<file path="src/verilog/rsb_regs.svh">
// register offsets, field positions and counts of the render start block
// assumes inclusion by bare name from the package and both ends
`ifndef RSB_REGS_SVH
`define RSB_REGS_SVH

// register space offsets (low three bits of the bus address)
`define RSB_A_CTRL   3'h0
`define RSB_A_WCNT   3'h1
`define RSB_A_STAT   3'h2
`define RSB_A_SCLR   3'h3
`define RSB_A_IRQS   3'h4
`define RSB_A_IRQM   3'h5
`define RSB_A_ENTRY  3'h6
`define RSB_F_ADDR   2:0

// control register fields
`define RSB_B_GO     8
`define RSB_F_DBUF   7:6
`define RSB_F_XMODE  5:4
`define RSB_F_RSVD   3:0
`define RSB_RSVD_0   4'h0

// status and interrupt fields
`define RSB_B_DONE   13
`define RSB_I_DONE   0
`define RSB_I_GO     1

// reset values and counts
`define RSB_CNT_RST  16'h0000
`define RSB_IRQ_RST  2'h0
`define RSB_FILL_W   7
`define RSB_FILL_CYC 7'h40
`define RSB_FILL_ONE 7'h01
`define RSB_WORD_ONE 16'h0001

`endif

</file>
<file path="src/verilog/rsb_pkg.sv">
// types shared by both ends of the render start and transfer block
// assumes rsb_regs.svh on the include path
package rsb_pkg;
  `include "rsb_regs.svh"

  typedef enum logic [1:0] {
    RSB_XM_NORMAL = 2'b00,
    RSB_XM_UGM    = 2'b01,
    RSB_XM_BAD    = 2'b10,
    RSB_XM_ENTRY  = 2'b11
  } rsb_xmode_e;

  typedef enum logic [1:0] {
    RSB_DB_AUTO_DISP = 2'b00,
    RSB_DB_AUTO_REND = 2'b01,
    RSB_DB_MAN_DISP  = 2'b10,
    RSB_DB_BAD       = 2'b11
  } rsb_dbuf_e;

  typedef enum logic [0:0] {
    RSB_HS_IDLE = 1'b0,
    RSB_HS_GOWR = 1'b1
  } rsb_hstate_e;

  typedef logic [15:0] rsb_word_t;

  typedef struct packed {
    logic                 render_go;
    rsb_dbuf_e            dbuf;
    rsb_xmode_e           xmode;
    rsb_word_t            wcnt;
    rsb_word_t            remain;
    logic                 done;
    logic                 fill_busy;
    logic [`RSB_FILL_W-1:0] fill_cnt;
    logic                 fifo_clean;
    logic [1:0]           istat;
    logic [1:0]           imask;
    rsb_word_t            rdata;
    logic                 mem_rsp;
    logic                 ugm_we;
    logic                 ugm_re;
    rsb_word_t            ugm_addr;
    rsb_word_t            ugm_wdata;
    logic                 entry_we;
    rsb_word_t            entry_wdata;
    logic                 draw_start;
    logic                 fifo_clear;
  } rsb_dev_s;

  typedef struct packed {
    rsb_hstate_e st;
    logic        reg_cs;
    logic        mem_cs;
    logic        wr;
    logic        rd;
    rsb_word_t   addr;
    rsb_word_t   wdata;
    rsb_word_t   pend;
    logic        rd_wait;
    logic [2:0]  rd_addr;
    logic        rd_reg;
    logic        rsp_valid;
    rsb_word_t   rsp_data;
    logic        refused;
    logic        go_seen;
    logic        done_seen;
  } rsb_host_s;
endpackage

</file>
<file path="src/verilog/rsb_if.sv">
// bus between the host cpu side and the render start device
// assumes one clock shared by both ends
`timescale 1ns/10ps
interface rsb_if;
  logic        reg_chip_select;
  logic        mem_chip_select;
  logic        wr;
  logic        rd;
  logic [15:0] addr;
  logic [15:0] wdata;
  logic [15:0] rdata;

  modport host (
    output reg_chip_select,
    output mem_chip_select,
    output wr,
    output rd,
    output addr,
    output wdata,
    input  rdata
  );

  modport dev (
    input  reg_chip_select,
    input  mem_chip_select,
    input  wr,
    input  rd,
    input  addr,
    input  wdata,
    output rdata
  );
endinterface

</file>
<file path="src/verilog/rsb_dev.sv">
// device end: control fields, fifo clear timing, transfer modes, status
// assumes host strobes on the same clock; memory read data combinational
`timescale 1ns/10ps
`include "rsb_regs.svh"

// How it works
// - go bit starts drawing, clears itself
// - host dummy-reads memory before setting go
// - fifo cleared 64 cycles after dummy read
// - host waits go back to zero first
// - two-bit field selects double-buffer mode
// - two-bit field selects transfer mode
// - mode 01: memory-space writes go to memory
// - mode 11: register writes hit entry port
// - count loaded on entry, minus one per word
// - count zero returns mode field to normal
// - no ordinary memory access during transfers
// - host watches done flag for transfer end
// - host writes zeros to low reserved bits
// - done flag sticky until reset or software
// - no drawing while display reset held
module rsb_dev (
  input  wire logic     clk,
  input  wire logic     resetn,
  rsb_if.dev            bus,
  input  wire logic     display_reset,
  input  rsb_pkg::rsb_word_t ugm_rdata,
  output logic          ugm_we,
  output logic          ugm_re,
  output rsb_pkg::rsb_word_t ugm_addr,
  output rsb_pkg::rsb_word_t ugm_wdata,
  output logic          entry_we,
  output rsb_pkg::rsb_word_t entry_wdata,
  output logic          draw_start,
  output logic          fifo_clear,
  output logic [1:0]    dbuf_mode,
  output logic          xfer_active,
  output logic          xfer_done_flag,
  output logic          irq
);
  import rsb_pkg::*;

  rsb_dev_s q;
  rsb_dev_s d;
  logic     reg_wr;
  logic     reg_rd;
  logic     mem_wr;
  logic     mem_rd;
  logic     dma_on;
  logic [2:0] ra;

  assign reg_wr = bus.reg_chip_select & bus.wr;
  assign reg_rd = bus.reg_chip_select & bus.rd;
  assign mem_wr = bus.mem_chip_select & bus.wr;
  assign mem_rd = bus.mem_chip_select & bus.rd;
  assign ra     = bus.addr[`RSB_F_ADDR];
  assign dma_on = (q.xmode != RSB_XM_NORMAL);

  always_comb begin
    d            = q;
    d.ugm_we     = 1'b0;
    d.ugm_re     = 1'b0;
    d.entry_we   = 1'b0;
    d.draw_start = 1'b0;
    d.fifo_clear = 1'b0;
    d.mem_rsp    = 1'b0;
    d.rdata      = `RSB_CNT_RST;

    // fifo drain timer started by a memory read
    if (q.fill_busy) begin
      if (q.fill_cnt == `RSB_FILL_CYC - `RSB_FILL_ONE) begin
        d.fill_busy  = 1'b0;
        d.fifo_clear = 1'b1;
        d.fifo_clean = 1'b1;
      end else begin
        d.fill_cnt = q.fill_cnt + `RSB_FILL_ONE;
      end
    end

    // memory space
    if (mem_rd && !dma_on) begin
      // any memory read outside transfer modes counts as the dummy read and restarts the drain
      d.ugm_re     = 1'b1;
      d.ugm_addr   = bus.addr;
      d.mem_rsp    = 1'b1;
      d.fill_busy  = 1'b1;
      d.fill_cnt   = '0;
      d.fifo_clean = 1'b0;
    end
    if (mem_wr) begin
      case (q.xmode)
        RSB_XM_NORMAL: begin
          d.ugm_we    = 1'b1;
          d.ugm_addr  = bus.addr;
          d.ugm_wdata = bus.wdata;
        end
        RSB_XM_UGM: begin
          if (q.remain != `RSB_CNT_RST) begin
            d.ugm_we    = 1'b1;
            d.ugm_addr  = bus.addr;
            d.ugm_wdata = bus.wdata;
            d.remain    = q.remain - `RSB_WORD_ONE;
          end
        end
        default: begin
          // entry mode: memory locked out, write dropped
        end
      endcase
    end

    // register space writes
    if (reg_wr) begin
      if (q.xmode == RSB_XM_ENTRY) begin
        // every address lands on the entry port, no increment
        if (q.remain != `RSB_CNT_RST) begin
          d.entry_we    = 1'b1;
          d.entry_wdata = bus.wdata;
          d.remain      = q.remain - `RSB_WORD_ONE;
        end
      end else begin
        case (ra)
          `RSB_A_CTRL: begin
            if (bus.wdata[`RSB_F_DBUF] != RSB_DB_BAD) begin
              d.dbuf = rsb_dbuf_e'(bus.wdata[`RSB_F_DBUF]);
            end
            if (bus.wdata[`RSB_B_GO]) begin
              d.render_go = 1'b1;
            end
            case (bus.wdata[`RSB_F_XMODE])
              RSB_XM_NORMAL: begin
                d.xmode = RSB_XM_NORMAL;
              end
              RSB_XM_UGM, RSB_XM_ENTRY: begin
                if (!dma_on) begin
                  d.xmode  = rsb_xmode_e'(bus.wdata[`RSB_F_XMODE]);
                  d.remain = q.wcnt;
                  d.done   = 1'b0;
                end
              end
              default: begin
                // prohibited code leaves the mode unchanged
              end
            endcase
          end
          `RSB_A_WCNT: begin
            d.wcnt = bus.wdata;
          end
          `RSB_A_SCLR: begin
            if (bus.wdata[`RSB_B_DONE]) begin
              d.done = 1'b0;
            end
          end
          `RSB_A_IRQM: begin
            d.imask = bus.wdata[1:0];
          end
          `RSB_A_ENTRY: begin
            d.entry_we    = 1'b1;
            d.entry_wdata = bus.wdata;
          end
          default: begin
          end
        endcase
      end
    end

    // register space reads, answered next cycle
    if (reg_rd && q.xmode != RSB_XM_ENTRY) begin
      case (ra)
        `RSB_A_CTRL: begin
          d.rdata[`RSB_B_GO]    = q.render_go;
          d.rdata[`RSB_F_DBUF]  = q.dbuf;
          d.rdata[`RSB_F_XMODE] = q.xmode;
          d.rdata[`RSB_F_RSVD]  = `RSB_RSVD_0;
        end
        `RSB_A_WCNT: begin
          d.rdata = q.wcnt;
        end
        `RSB_A_STAT: begin
          d.rdata[`RSB_B_DONE] = q.done;
        end
        `RSB_A_IRQS: begin
          d.rdata[1:0] = q.istat;
          d.istat      = `RSB_IRQ_RST; // sets below win
        end
        `RSB_A_IRQM: begin
          d.rdata[1:0] = q.imask;
        end
        default: begin
        end
      endcase
    end

    // self-clearing comes last so it overrides any host write
    if (q.render_go && q.fifo_clean && !display_reset) begin
      d.draw_start        = 1'b1;
      d.render_go         = 1'b0;
      d.fifo_clean        = 1'b0;
      d.istat[`RSB_I_GO]  = 1'b1;
    end
    if (dma_on && q.remain == `RSB_CNT_RST) begin
      d.xmode              = RSB_XM_NORMAL;
      d.done               = 1'b1;
      d.istat[`RSB_I_DONE] = 1'b1;
    end
  end

  always_ff @(posedge clk or negedge resetn) begin
    if (!resetn) begin
      q <= '0;
    end else begin
      q <= d;
    end
  end

  // memory read data passes straight through in the answer cycle
  assign bus.rdata     = q.mem_rsp ? ugm_rdata : q.rdata;
  assign ugm_we        = q.ugm_we;
  assign ugm_re        = q.ugm_re;
  assign ugm_addr      = q.ugm_addr;
  assign ugm_wdata     = q.ugm_wdata;
  assign entry_we      = q.entry_we;
  assign entry_wdata   = q.entry_wdata;
  assign draw_start    = q.draw_start;
  assign fifo_clear    = q.fifo_clear;
  assign dbuf_mode     = q.dbuf;
  assign xfer_active   = (q.xmode != RSB_XM_NORMAL);
  assign xfer_done_flag = q.done;
  assign irq           = |(q.istat & q.imask);
endmodule

</file>
<file path="src/flat_wrapper.sv">
// flat-port wrapper written by rule: the top's interface ports become plain ports
module rsb_dev_flat import rsb_pkg::*;
  (clk, resetn, display_reset, ugm_rdata, ugm_we, ugm_re, ugm_addr, ugm_wdata, entry_we, entry_wdata, draw_start, fifo_clear, dbuf_mode, xfer_active, xfer_done_flag, irq, bus_reg_chip_select, bus_mem_chip_select, bus_wr, bus_rd, bus_addr, bus_wdata, bus_rdata);
  rsb_if bus_i ();
  input  wire logic clk;
  input  wire logic resetn;
  input  wire logic display_reset;
  input  rsb_pkg::rsb_word_t ugm_rdata;
  output logic ugm_we;
  output logic ugm_re;
  output rsb_pkg::rsb_word_t ugm_addr;
  output rsb_pkg::rsb_word_t ugm_wdata;
  output logic entry_we;
  output rsb_pkg::rsb_word_t entry_wdata;
  output logic draw_start;
  output logic fifo_clear;
  output logic [1:0] dbuf_mode;
  output logic xfer_active;
  output logic xfer_done_flag;
  output logic irq;
  input wire logic [$bits(bus_i.reg_chip_select)-1:0] bus_reg_chip_select;
  input wire logic [$bits(bus_i.mem_chip_select)-1:0] bus_mem_chip_select;
  input wire logic [$bits(bus_i.wr)-1:0] bus_wr;
  input wire logic [$bits(bus_i.rd)-1:0] bus_rd;
  input wire logic [$bits(bus_i.addr)-1:0] bus_addr;
  input wire logic [$bits(bus_i.wdata)-1:0] bus_wdata;
  output wire logic [$bits(bus_i.rdata)-1:0] bus_rdata;
  assign bus_i.reg_chip_select = bus_reg_chip_select;
  assign bus_i.mem_chip_select = bus_mem_chip_select;
  assign bus_i.wr = bus_wr;
  assign bus_i.rd = bus_rd;
  assign bus_i.addr = bus_addr;
  assign bus_i.wdata = bus_wdata;
  assign bus_rdata = bus_i.rdata;
  rsb_dev u_core (.clk(clk), .resetn(resetn), .bus(bus_i), .display_reset(display_reset), .ugm_rdata(ugm_rdata), .ugm_we(ugm_we), .ugm_re(ugm_re), .ugm_addr(ugm_addr), .ugm_wdata(ugm_wdata), .entry_we(entry_we), .entry_wdata(entry_wdata), .draw_start(draw_start), .fifo_clear(fifo_clear), .dbuf_mode(dbuf_mode), .xfer_active(xfer_active), .xfer_done_flag(xfer_done_flag), .irq(irq));
endmodule
</file>
<file path="config.mk">
export PLATFORM = sky130hd
export DESIGN_NAME = rsb_dev_flat
export DESIGN_NICKNAME = d
export VERILOG_FILES = /design/src/verilog/rsb_pkg.sv /design/src/verilog/rsb_if.sv /design/src/verilog/rsb_dev.sv /design/src/flat_wrapper.sv
export VERILOG_INCLUDE_DIRS = /design/src /design/src/verilog
export SDC_FILE = /design/constraint.sdc
export NUM_CORES = 1
export LEC_CHECK = 0
export BUFFER_PORTS_ARGS = -buffer_cell sky130_fd_sc_hd__buf_4
export CAP_MARGIN = 5
export CORE_MARGIN = 2
export CORE_UTILIZATION = 47
export CTS_CLUSTER_DIAMETER = 40
export CTS_CLUSTER_SIZE = 40
export DETAILED_ROUTE_END_ITERATION = 10
export GPL_ROUTABILITY_DRIVEN = 0
export HOLD_SLACK_MARGIN = 0.02
export MAX_ROUTING_LAYER = met4
export PLACE_DENSITY = 0.69
export SETUP_SLACK_MARGIN = 0.15
export SYNTH_ARGS = -nofsm -noshare
export SYNTH_HDL_FRONTEND = slang
export SYNTH_SLANG_ARGS = --single-unit
</file>
<file path="constraint.sdc">
create_clock -name clk -period 2.7 [get_ports clk]
set_clock_uncertainty 0.05 [all_clocks]
set_input_delay 0.27 -clock clk [delete_from_list [all_inputs] [get_ports clk]]
set_output_delay 0.27 -clock clk [all_outputs]
set_load 0.02 [all_outputs]
</file>
# Word level (Yosys, flattened, before mapping)
# Cells that the tools add are included.
# op_classes
add_sub_neg,2
n_eq_ne,22
mux,53
bitwise,6
reduce_logical,43
# op_table
op,count
$mux 16,9
$mux 17,7
$mux 32,2
$pmux 32 s2,1
$mux 38,1
$reduce_bool 2->1,13
$mux 21,1
$mux 9,2
$logic_not 16->1,1
$reduce_bool 16->1,1
$sub 16x1->16 const B,1
$mux 1,14
$mux 2,7
$pmux 7 s2,1
$reduce_and 3->1,4
$reduce_bool 3->1,4
$ne 2x2->1 const B,5
$eq 3x3->1 const B,3
$reduce_and 2->1,4
$reduce_and 4->1,2
$add 7x1->7 const B,1
$eq 7x6->1 const B,1
$mux 7,1
$eq 3x2->1 const B,2
21 further kinds,38
# totals
ff_bits,121
in_bits,55
out_inout_bits,74
word_cells,148

# Depth between registers and ports, before layout
# Gate-level depths: netlist of run 1.
# depth
word_depth,10
ltp_mapped,8
ltp_nobuf,7

# Worst setup path after synthesis of run 1
# OpenSTA, ideal clock, no wires.
# synth_path
kind,register -> register
startpoint,register u_core.q[84] (netlist name)
endpoint,register u_core.q (netlist bit u_core.entry_wdata[10])
setup_ns,0.125
t_arrival_ns,2.028
required_ns,2.525
slack_ns,0.497
path_stages_with_launch,9
n_path_buf,1
period_less_slack_ns,2.203
path_cell_list,dfrtp_1 -> inv_1 -> ha_1 -> nor4b_4 -> nand4_4 -> a22o_1 -> nand3_4 -> buf_12 -> mux2_4
# synth_via
elab_chain_cells,3
# synth_rtl
element,line_no,source
start: declaration,rsb_dev.sv:43,rsb_dev_s q;
start signal: assignment,rsb_dev.sv:209,q <= '0;
start signal: assignment,rsb_dev.sv:211,q <= d;
$reduce_bool 16->1 (no line),--,
$ne 2x1->1 (no line),--,
$reduce_and 3->1 (no line),--,
# No other way between the ends.
# A chain may end at the register's enable or synchronous reset.

# Final worst setup path of run 1
# layout_path
startpoint,register u_core.q[84] (netlist name)
endpoint,register u_core.q (netlist bit u_core.entry_wdata[15])
# The elaborated chain is that of the path after synthesis.

==> results of run 1 <==
[cells in the mapped netlist, types with 4 or more instances]
master / n / share of area (%)
sky130_fd_sc_hd__inv_1: 6 / 0.38
sky130_fd_sc_hd__and3_1: 13 / 1.4
sky130_fd_sc_hd__nor2_1: 35 / 2.2
sky130_fd_sc_hd__o21ai_0: 10 / 0.84
sky130_fd_sc_hd__buf_4: 52 / 6.5
sky130_fd_sc_hd__clkbuf_1: 7 / 0.44
sky130_fd_sc_hd__mux2_4: 9 / 2.3
sky130_fd_sc_hd__a21oi_1: 9 / 0.75
sky130_fd_sc_hd__a31oi_1: 5 / 0.52
sky130_fd_sc_hd__nand2_1: 24 / 1.5
sky130_fd_sc_hd__nand4_1: 4 / 0.42
sky130_fd_sc_hd__nand3_1: 9 / 0.75
sky130_fd_sc_hd__mux2_2: 64 / 12
sky130_fd_sc_hd__buf_6: 4 / 0.75
sky130_fd_sc_hd__mux2_1: 12 / 2.3
sky130_fd_sc_hd__or3_1: 9 / 0.94
sky130_fd_sc_hd__dfrtp_1: 120 / 50
sky130_fd_sc_hd__nor3_1: 7 / 0.59
sky130_fd_sc_hd__o21ai_1: 4 / 0.34
sky130_fd_sc_hd__mux2i_1: 6 / 1.0
[kinds of logic after synthesis]
kind of cell / after synthesis
and+or+nand+nor: 134
DFF: 120
muxes: 91
buffers and inverters: 75
AOI/OAI and AO/OA: 68
xor gates and xnor gates: 5
adders and majority gates: 3
[what timing repair did]
| item | CTS | global route |
|---|---|---|
| resized for setup | 1 | 0 |
| setup endpoints to repair | 14 | 0 |
| buffers inserted | 0 | 0 |
| endpoints found under the hold margin | 47 | 0 |
| hold buffers | 8 | 0 |
[worst max path at each step]
stage | start | to | slack [ns] | cells after the start
final | u_core.q[84] | u_core.entry_wdata[15] | 0.28 | 7
after global routing | u_core.q[85] | u_core.entry_wdata[15] | 0.17 | 7
after CTS | u_core.q[84] | u_core.entry_wdata[15] | 0.27 | 7
after detailed placement | u_core.q[85] | u_core.ugm_wdata[3] | 0.13 | 6
after global placement | u_core.q[84] | u_core.ugm_wdata[11] | 0.20 | 6
after floorplan | u_core.q[84] | u_core.entry_wdata[10] | 0.50 | 8
[metrics by stage]
stage,hold WS [ns],util (%),total power (W)
after floorplan,-0.0756,-,0.00400
after global placement,0.251,53.8,0.00437
after detailed placement,0.260,53.8,0.00442
after CTS,0.0203,59.1,0.00668
after global routing,0.0272,59.1,0.00695
final,0.0252,59.1,0.00664
[where the power goes]
| part | internal, W | switching [W] | total (W) |
|---|---|---|---|
| combinational | 0.000893 | 0.000885 | 0.00178 |
| clock | 0.00138 | 0.000840 | 0.00222 |
| sequential | 0.00222 | 0.000419 | 0.00264 |
[per-layer routing]
| layer | GRT usage (%) | up-vias | part of all wire, % | wire (um) |
|---|---|---|---|---|
| met2 | 32.9 | 215 | 46 | 6350 |
| met4 | 8.71 | 0 | 2.4 | 327 |
| met1 | 28.9 | 2052 | 44 | 5980 |
| met3 | 5.40 | 31 | 7.8 | 1070 |
| li1 | - | 1948 | - | - |
| met5 | - | - | 0 | 0 |
[critical path: stages (launching register included)]
cell and delay (ns):
sky130_fd_sc_hd__dfrtp_1 0.41, sky130_fd_sc_hd__inv_1 0.14, sky130_fd_sc_hd__ha_1 0.17, sky130_fd_sc_hd__nor4b_4 0.36, sky130_fd_sc_hd__nand4_4 0.19, sky130_fd_sc_hd__a22o_1 0.31
sky130_fd_sc_hd__nand3_4 0.28, sky130_fd_sc_hd__mux2_2 0.38
[layout make-up]
class	instances	area share, %
clock buffer	18	5.93
timing repair buffer	145	15.1
sequential	120	40.6
multi-input combinational	301	33.1
clock inverter	13	1.99
inverter	7	0.355
tap	172	2.91
[flip-flops by register name, summed over array words and instances (netlist names)]
name,cells
u_core.ugm_addr,16
u_core.entry_we,1
u_core.entry_wdata,16
u_core.q,65
u_core.ugm_wdata,16
u_core.dbuf_mode,2
u_core.fifo_clear,1
u_core.draw_start,1
u_core.ugm_we,1
u_core.xfer_done_flag,1
==> reports/summary.txt, run 1 <==
syn nets -> 554
number of clock buffers inserted by TritonCTS -> 17
startpoint type of the worst setup path -> flip-flop
type of the tightest min-delay check -> input port to flip-flop
number of H-tree levels -> 4
capture point of the worst reg-to-reg path -> u_core.entry_wdata[15]
Port-buffer cells -> 128
mux cell area share after synthesis -> 17.6%
Synth warnings -> 0
post-synthesis to final-layout area growth -> 23.9%
share of the synthesized netlist area taken by xor and xnor gates -> 0.733%
power density cells -> 897 nW/um2
count of nets left with antenna violations after detail routing -> 0
placement row count -> 41
most frequent cells in the layout -> sky130_fd_sc_hd__buf_4 (136), sky130_fd_sc_hd__dfrtp_1 (120), sky130_fd_sc_hd__mux2_2 (64), sky130_fd_sc_hd__nor2_1 (35), sky130_fd_sc_hd__nand2_1 (24)
placed cell area -> 6730 um2
routed wirelength normalized by instance count -> 17.7 um
number of stages on the worst hold path -> 2
IR Drop Worst-Case VDD -> 0.573 mV
Die W -> 117 um
initial standard-cell utilization of the core -> 47.7%
Layout Cell Area excl Fill -> 7400 um2
number of vias after detailed routing -> 4,246
adder-cell share of the synthesized area -> 0.628%
number of register bits inferred by synthesis -> 120
combinational family with the most area after synthesis -> multiplexers
Max Slew Vio Count -> 0
number of different library cells in the post-synthesis netlist -> 72
sequential fraction of the synthesis area -> 50.3%
# setup viols final -> 0
Clock Latency Late Sink -> 0.42 ns
die outline area -> 13,600 um2
total wirelength of the detailed-routed design -> 13.7 mm
share of flip-flops with an asynchronous set or reset after synthesis -> 100%
hold path start -> bus_addr[14]
CP Data Arrival Time -> 2.67 ns
final cell count without fillers -> 776
antenna violations before repair -> 0
result of the run -> finished clean
most common library cell in the layout ignoring fill and taps -> sky130_fd_sc_hd__buf_4
share of the synthesized area in compound gates (AO/OA/AOI/OAI) -> 8.34%
final-stage net count -> 650
clk sink count -> 120
gr ovfl total -> 0
post-DR vias/cell -> 5.47
Placed Instances -> 737
largest fanout on the critical path -> 17
DR DRC count -> 0
worst-case reg-to-reg path depth -> 7
LEAKAGE -> 3.42 nW
measured slew at the worst slew-check pin -> 0.688 ns
top flip-flop cell by instance count after synthesis -> sky130_fd_sc_hd__dfrtp_1
cell at the root of the clock tree -> sky130_fd_sc_hd__clkbuf_16
maximum achievable frequency -> 413 MHz
count of fill cells added during filler insertion -> 1,076
WP data required -> 2.95 ns
ANT cells -> 0
CP Class -> flip-flop to flip-flop
maximum number of pins on one net before global-route repair -> 56
IO Count -> 129
number of failing hold endpoints at the final stage -> 0
layout cell share with drive strength beyond 1 -> 43.2%
unrepaired setup endpoints after global routing -> false
number of flops mapped to enable cells by yosys -> 0
post-synthesis instance total -> 496
first-pass GRT wire length -> 22.0 mm
worst reg-to-reg setup slack -> 0.28 ns
Post-Synthesis Cell Area -> 5970 um2
TritonCTS clock tree -> yes
sort of element at the end of the critical path -> flip-flop
total global-route track usage -> 22.0%
number of maximum-capacitance constraint violations -> 0
area taken by flip-flops and latches -> 3000 um2
Hold Path Sink -> u_core.ugm_addr[14]
clock-pin slew reported for the worst setup and hold paths after clock tree synthesis -> 0.06 ns
Die Span Y -> 117 um
fraction of the cycle the final worst path needs -> 89.6%
number of global-route vias before repair -> 4,301
final critical-path setup slack -> 0.280 ns
Mapped Avg Cell Area -> 12.0 um2
Final TNS setup -> 0 ns
router iterations before antenna repair -> 4
placeable core area -> 12,500 um2
Worst R2R Start -> u_core.q[84]
Clock Tree Buf Depth -> 2
minimum clock period after layout -> 2.42 ns
first-iteration detailed-routing DRC count -> 376
Worst slew margin -> 53.9%
pre-CTS worst setup slack -> 0.128 ns
area share of and/or/nand/nor cells after synthesis -> 13.6%
Detail Placement HPWL -> 9.62 mm
multi-input logic area -> 2450 um2
No activity file was read; power rests on OpenSTA's default activity.
==> run 2: changes to the inputs <==
--- a/config.mk
+++ b/config.mk
@@ -9,14 +9,14 @@
 export BUFFER_PORTS_ARGS = -buffer_cell sky130_fd_sc_hd__buf_4
 export CAP_MARGIN = 5
 export CORE_MARGIN = 2
-export CORE_UTILIZATION = 47
+export CORE_UTILIZATION = 40
 export CTS_CLUSTER_DIAMETER = 40
 export CTS_CLUSTER_SIZE = 40
 export DETAILED_ROUTE_END_ITERATION = 10
 export GPL_ROUTABILITY_DRIVEN = 0
 export HOLD_SLACK_MARGIN = 0.02
 export MAX_ROUTING_LAYER = met4
-export PLACE_DENSITY = 0.69
+export PLACE_DENSITY = 0.61
 export SETUP_SLACK_MARGIN = 0.15
 export SYNTH_ARGS = -nofsm -noshare
 export SYNTH_HDL_FRONTEND = slang
==> reports/summary.txt, run 2 (synthesis results as in run 1) <==
unrepaired setup endpoints after global routing -> false
Clock Latency Late Sink -> 0.42 ns
busiest metal layer after global routing -> met2
CP Data Arrival Time -> 2.62 ns
share of the core filled with cells -> 51.0%
measured slew at the worst slew-check pin -> 0.803 ns
final-stage net count -> 657
Worst R2R Start -> u_core.q[84]
number of global-route vias before repair -> 4,243
switching power summed over all nets -> 0.00205 W
CP Class -> flip-flop to flip-flop
# setup viols final -> 0
most frequent cells in the layout -> sky130_fd_sc_hd__buf_4 (141), sky130_fd_sc_hd__dfrtp_1 (120), sky130_fd_sc_hd__mux2_2 (64), sky130_fd_sc_hd__nor2_1 (35), sky130_fd_sc_hd__nand2_1 (24)
Clock Tree Buf Depth -> 2
cell at the root of the clock tree -> sky130_fd_sc_hd__clkbuf_16
CP top delay family -> simple AND/OR/NAND/NOR gates
number of failing hold endpoints at the final stage -> 0
count of nets left with antenna violations after detail routing -> 0
TritonCTS clock tree -> yes
maximum single-stage delay on the critical path -> 0.42 ns
first-iteration detailed-routing DRC count -> 283
Logic pwr share -> 28.0%
clk sink count -> 120
total wirelength of the detailed-routed design -> 14.3 mm
number of H-tree levels -> 4
global-route track usage on met2 -> 29.6%
Detail Placement HPWL -> 10.3 mm
layout cell share with drive strength beyond 1 -> 43.2%
Crit path buffers/inverters -> 2
global-route met1 utilization -> 24.9%
maximum number of pins on one net before global-route repair -> 55
gr ovfl total -> 0
hold path start -> bus_addr[13]
number of clock buffers inserted by TritonCTS -> 17
minimum clock period after layout -> 2.37 ns
relative contribution of the clock network to total power -> 31.9%
startpoint type of the worst setup path -> flip-flop
fraction of the cycle the final worst path needs -> 87.9%
placeable core area -> 14,600 um2
antenna violations before repair -> 0
maximum achievable frequency -> 421 MHz
fraction of power spent switching nets -> 31.6%
LEAKAGE -> 3.45 nW
Final TNS setup -> 0 ns
routed wirelength normalized by instance count -> 18.0 um
placement row count -> 44
logic depth of the worst path, buffers included -> 8
pre-CTS worst setup slack -> 0.131 ns
result of the run -> finished clean
Hold Path Sink -> u_core.ugm_addr[13]
ANT cells -> 0
capture point of the worst reg-to-reg path -> u_core.entry_wdata[2]
WP data required -> 2.95 ns
IO Count -> 129
cell-internal power -> 0.00445 W
Slowest cell on crit path -> sky130_fd_sc_hd__dfrtp_1
met3 Use GR -> 5.69%
Die Span Y -> 126 um
most common library cell in the layout ignoring fill and taps -> sky130_fd_sc_hd__buf_4
post-synthesis to final-layout area growth -> 24.6%
critical path, cell by cell -> inv_1 -> ha_1 -> nor4b_4 -> buf_4 -> nand4_4 -> a22o_1 -> nand3_4 -> mux2_2
number of flip-flops under the largest register name -> 65
total global-route track usage -> 19.3%
post-DR vias/cell -> 5.27
IR Drop Worst-Case VDD -> 0.417 mV
# Post-CTS Setup Buffers -> 0
die outline area -> 15,900 um2
power density cells -> 874 nW/um2
DR DRC count -> 0
initial standard-cell utilization of the core -> 40.9%
sort of element at the end of the critical path -> flip-flop
Worst slew margin -> 46.4%
number of vias after detailed routing -> 4,193
number of maximum-capacitance constraint violations -> 0
worst-case reg-to-reg path depth -> 8
router iterations before antenna repair -> 5
largest register by flop count -> u_core.q
first-pass GRT wire length -> 23.1 mm
clock-pin slew reported for the worst setup and hold paths after clock tree synthesis -> 0.05 ns
Max Slew Vio Count -> 0
number of stages on the worst hold path -> 2
minimum hold slack -> 0.0393 ns
Flop pwr share -> 40.1%
final critical-path setup slack -> 0.327 ns
Port-buffer cells -> 128
largest fanout on the critical path -> 17
Die W -> 126 um
worst reg-to-reg setup slack -> 0.33 ns
total power draw -> 0.00650 W
type of the tightest min-delay check -> input port to flip-flop
==> run 2: power groups by stage <==
stage / Combinational, W / Clock [W] / Sequential, W
floorplan: 0.00152 / 0 / 0.00248
global placement: 0.00178 / 0 / 0.00261
detailed placement: 0.00182 / 0 / 0.00263
CTS: 0.00183 / 0.00213 / 0.00261
global route: 0.00196 / 0.00221 / 0.00268
finish: 0.00182 / 0.00208 / 0.00261
==> run 2: area by class of cell <==
class / count / area [um2]
clock buffers: 22 / 474
repair buffers: 152 / 1180
multi-input cells: 301 / 2460
fillers: 1268 / 7140
well taps: 184 / 230
clock inverters: 9 / 75.1
inverters: 7 / 26.3
flip-flops and latches: 120 / 3000
==> run 2: worst max path at each step <==
stage | startpoint | to | slack (ns)
2_1_floorplan | u_core.q[84] | u_core.entry_wdata[10] | 0.50
3_3_place_gp | u_core.q[84] | u_core.ugm_wdata[3] | 0.21
3_5_place_dp | u_core.q[84] | u_core.ugm_wdata[1] | 0.13
4_1_cts | u_core.q[84] | u_core.entry_wdata[0] | 0.31
5_1_grt | u_core.q[84] | u_core.ugm_addr[13] | 0.19
6_report | u_core.q[84] | u_core.entry_wdata[2] | 0.33
==> run 2: timing repair <==
item                                    in CTS  in global routing
gates resized for setup                      1                  1
hold buffers                                 9                  1
endpoints found under the setup margin       5                  1
cloned                                       0                  0
hold endpoints to repair                    60                  1
==> run 2: stage by stage <==
stage	cell area [um2]	instances
CTS	7430	794
detailed placement	6780	754
floorplan	5970	496
global placement	6780	754
global route	7440	795
finish	7440	795
==> run 2: metal layers <==
layer / wire, um / share of wire (%)
met5: 0 / 0
met4: 148 / 1.0
met2: 6850 / 48
met1: 6520 / 45
met3: 818 / 5.7
==> run 3: changes to the inputs <==
--- a/config.mk
+++ b/config.mk
@@ -17,7 +17,9 @@
 export HOLD_SLACK_MARGIN = 0.02
 export MAX_ROUTING_LAYER = met4
 export PLACE_DENSITY = 0.61
+export REMOVE_ABC_BUFFERS = 1
 export SETUP_SLACK_MARGIN = 0.15
 export SYNTH_ARGS = -nofsm -noshare
 export SYNTH_HDL_FRONTEND = slang
 export SYNTH_SLANG_ARGS = --single-unit
+export TNS_END_PERCENT = 10
==> reports/summary.txt, run 3 (synthesis results as in run 1) <==
result of the run -> finished clean
clock-pin slew reported for the worst setup and hold paths after clock tree synthesis -> 0.05 ns
maximum achievable frequency -> 413 MHz
Worst slew margin -> 49.1%
number of failing hold endpoints at the final stage -> 0
Worst R2R Start -> u_core.q[84]
LEAKAGE -> 3.46 nW
largest fanout on the critical path -> 17
router iterations before antenna repair -> 5
maximum number of pins on one net before global-route repair -> 52
relative contribution of the clock network to total power -> 33.9%
first-iteration detailed-routing DRC count -> 251
number of maximum-capacitance constraint violations -> 0
Detail Placement HPWL -> 9.79 mm
count of fill cells added during filler insertion -> 1,279
power density cells -> 894 nW/um2
Slowest cell on crit path -> sky130_fd_sc_hd__a21oi_4
startpoint type of the worst setup path -> flip-flop
number of clock buffers inserted by TritonCTS -> 17
total wirelength of the detailed-routed design -> 13.7 mm
post-synthesis to final-layout area growth -> 25.1%
Flop pwr share -> 39.0%
multi-input logic area -> 2460 um2
type of the tightest min-delay check -> input port to flip-flop
switching power summed over all nets -> 0.00205 W
area taken by flip-flops and latches -> 3000 um2
total global-route track usage -> 18.7%
Die W -> 126 um
most common library cell in the layout ignoring fill and taps -> sky130_fd_sc_hd__buf_4
Clock Tree Buf Depth -> 2
IO Count -> 129
placeable core area -> 14,600 um2
critical path, cell by cell -> inv_1 -> ha_1 -> nor4b_4 -> buf_4 -> and4_1 -> a21oi_4 -> mux2_2
maximum single-stage delay on the critical path -> 0.57 ns
cell at the root of the clock tree -> sky130_fd_sc_hd__clkbuf_16
post-DR vias/cell -> 5.30
number of vias after detailed routing -> 4,201
number of stages on the worst hold path -> 2
measured slew at the worst slew-check pin -> 0.753 ns
hold path start -> bus_addr[6]
initial standard-cell utilization of the core -> 40.9%
count of nets left with antenna violations after detail routing -> 0
DR DRC count -> 0
number of flip-flops under the largest register name -> 65
clk sink count -> 120
sort of element at the end of the critical path -> flip-flop
Setup crit start -> u_core.q[84]
die outline area -> 15,900 um2
IR Drop Worst-Case VDD -> 0.552 mV
# setup viols final -> 0
minimum hold slack -> 0.0397 ns
Logic pwr share -> 27.1%
final-stage net count -> 654
minimum clock period after layout -> 2.42 ns
largest register by flop count -> u_core.q
unrepaired setup endpoints after global routing -> true
Final TNS setup -> 0 ns
first-pass GRT wire length -> 22.7 mm
fraction of the cycle the final worst path needs -> 89.7%
placement row count -> 44
CP Data Arrival Time -> 2.66 ns
worst-case reg-to-reg path depth -> 7
gr ovfl total -> 0
WP data required -> 2.94 ns
Die Span Y -> 126 um
number of global-route vias before repair -> 4,293
fraction of power spent switching nets -> 30.6%
routed wirelength normalized by instance count -> 17.3 um
antenna violations before repair -> 0
TritonCTS clock tree -> yes
cell-internal power -> 0.00463 W
layout cell share with drive strength beyond 1 -> 43.1%
number of H-tree levels -> 4
Port-buffer cells -> 128
CP Class -> flip-flop to flip-flop
most frequent cells in the layout -> sky130_fd_sc_hd__buf_4 (138), sky130_fd_sc_hd__dfrtp_1 (120), sky130_fd_sc_hd__mux2_2 (64), sky130_fd_sc_hd__nor2_1 (34), sky130_fd_sc_hd__nand2_1 (24)
Clock Latency Late Sink -> 0.41 ns
Max Slew Vio Count -> 0
ANT cells -> 0
-- run 3: cell type report --
cell class | count | area share [%]
inverter | 7 | 0.352
tap | 184 | 3.08
timing repair buffer | 149 | 15.5
sequential | 120 | 40.2
multi-input combinational | 301 | 32.9
clock inverter | 9 | 1.64
clock buffer | 22 | 6.35
-- run 3: path summary, 6_finish.rpt --
kind | to | slack, ns
setup reg to reg | u_core.ugm_wdata[15] | 0.28
min in group asynchronous | u_core.ugm_addr[0] | 0.31
setup / recovery | u_core.ugm_wdata[15] | 0.28
max in group asynchronous | u_core.ugm_we | 1.49
hold reg to reg | u_core.ugm_addr[5] | 0.44
hold / removal | u_core.ugm_addr[6] | 0.04
-- run 3: stage by stage --
stage | power, W | cell area [um2] | util [%] | cells | setup WS (ns)
after CTS | 0.00674 | 7460 | 51.1 | 791 | 0.312
after global placement | 0.00437 | 6750 | 46.3 | 750 | 0.204
after detailed placement | 0.00443 | 6750 | 46.3 | 750 | 0.0710
final | 0.00668 | 7470 | 51.2 | 792 | 0.279
after global routing | 0.00702 | 7470 | 51.2 | 792 | 0.118
after floorplan | 0.00361 | 5470 | - | 428 | 0.368
-- run 3: routing by layer --
metal	track usage [%]	vias to the layer above	routed length (um)
li1	-	1939	-
met5	-	-	0
met3	4.42	34	795
met2	27.3	159	6490
met1	24.4	2069	6000
met4	9.83	0	398
-- run 3: what timing repair did --
item | in CTS | in global routing
buffers inserted | 0 | 1
hold endpoints to repair | 46 | 0
hold buffers | 10 | 0
setup endpoints to repair | 16 | 6
gates resized for setup | 1 | 2
-- run 3: power groups by stage --
stage	Clock [W]	Sequential, W	Combinational [W]
floorplan	0	0.00285	0.000765
global placement	0	0.00260	0.00177
detailed placement	0	0.00262	0.00181
CTS	0.00231	0.00260	0.00182
global route	0.00240	0.00267	0.00195
finish	0.00227	0.00260	0.00181
-- run 3: worst max-delay path: cells and delay by family (launching register included) --
kind                       cells  cell delay, ns
buffers and inverters          2            0.28
DFF                            1            0.42
muxes                          1            0.40
AOI/OAI and AO/OA              1            0.57
and+or+nand+nor                2            0.36
adders and majority gates      1            0.21
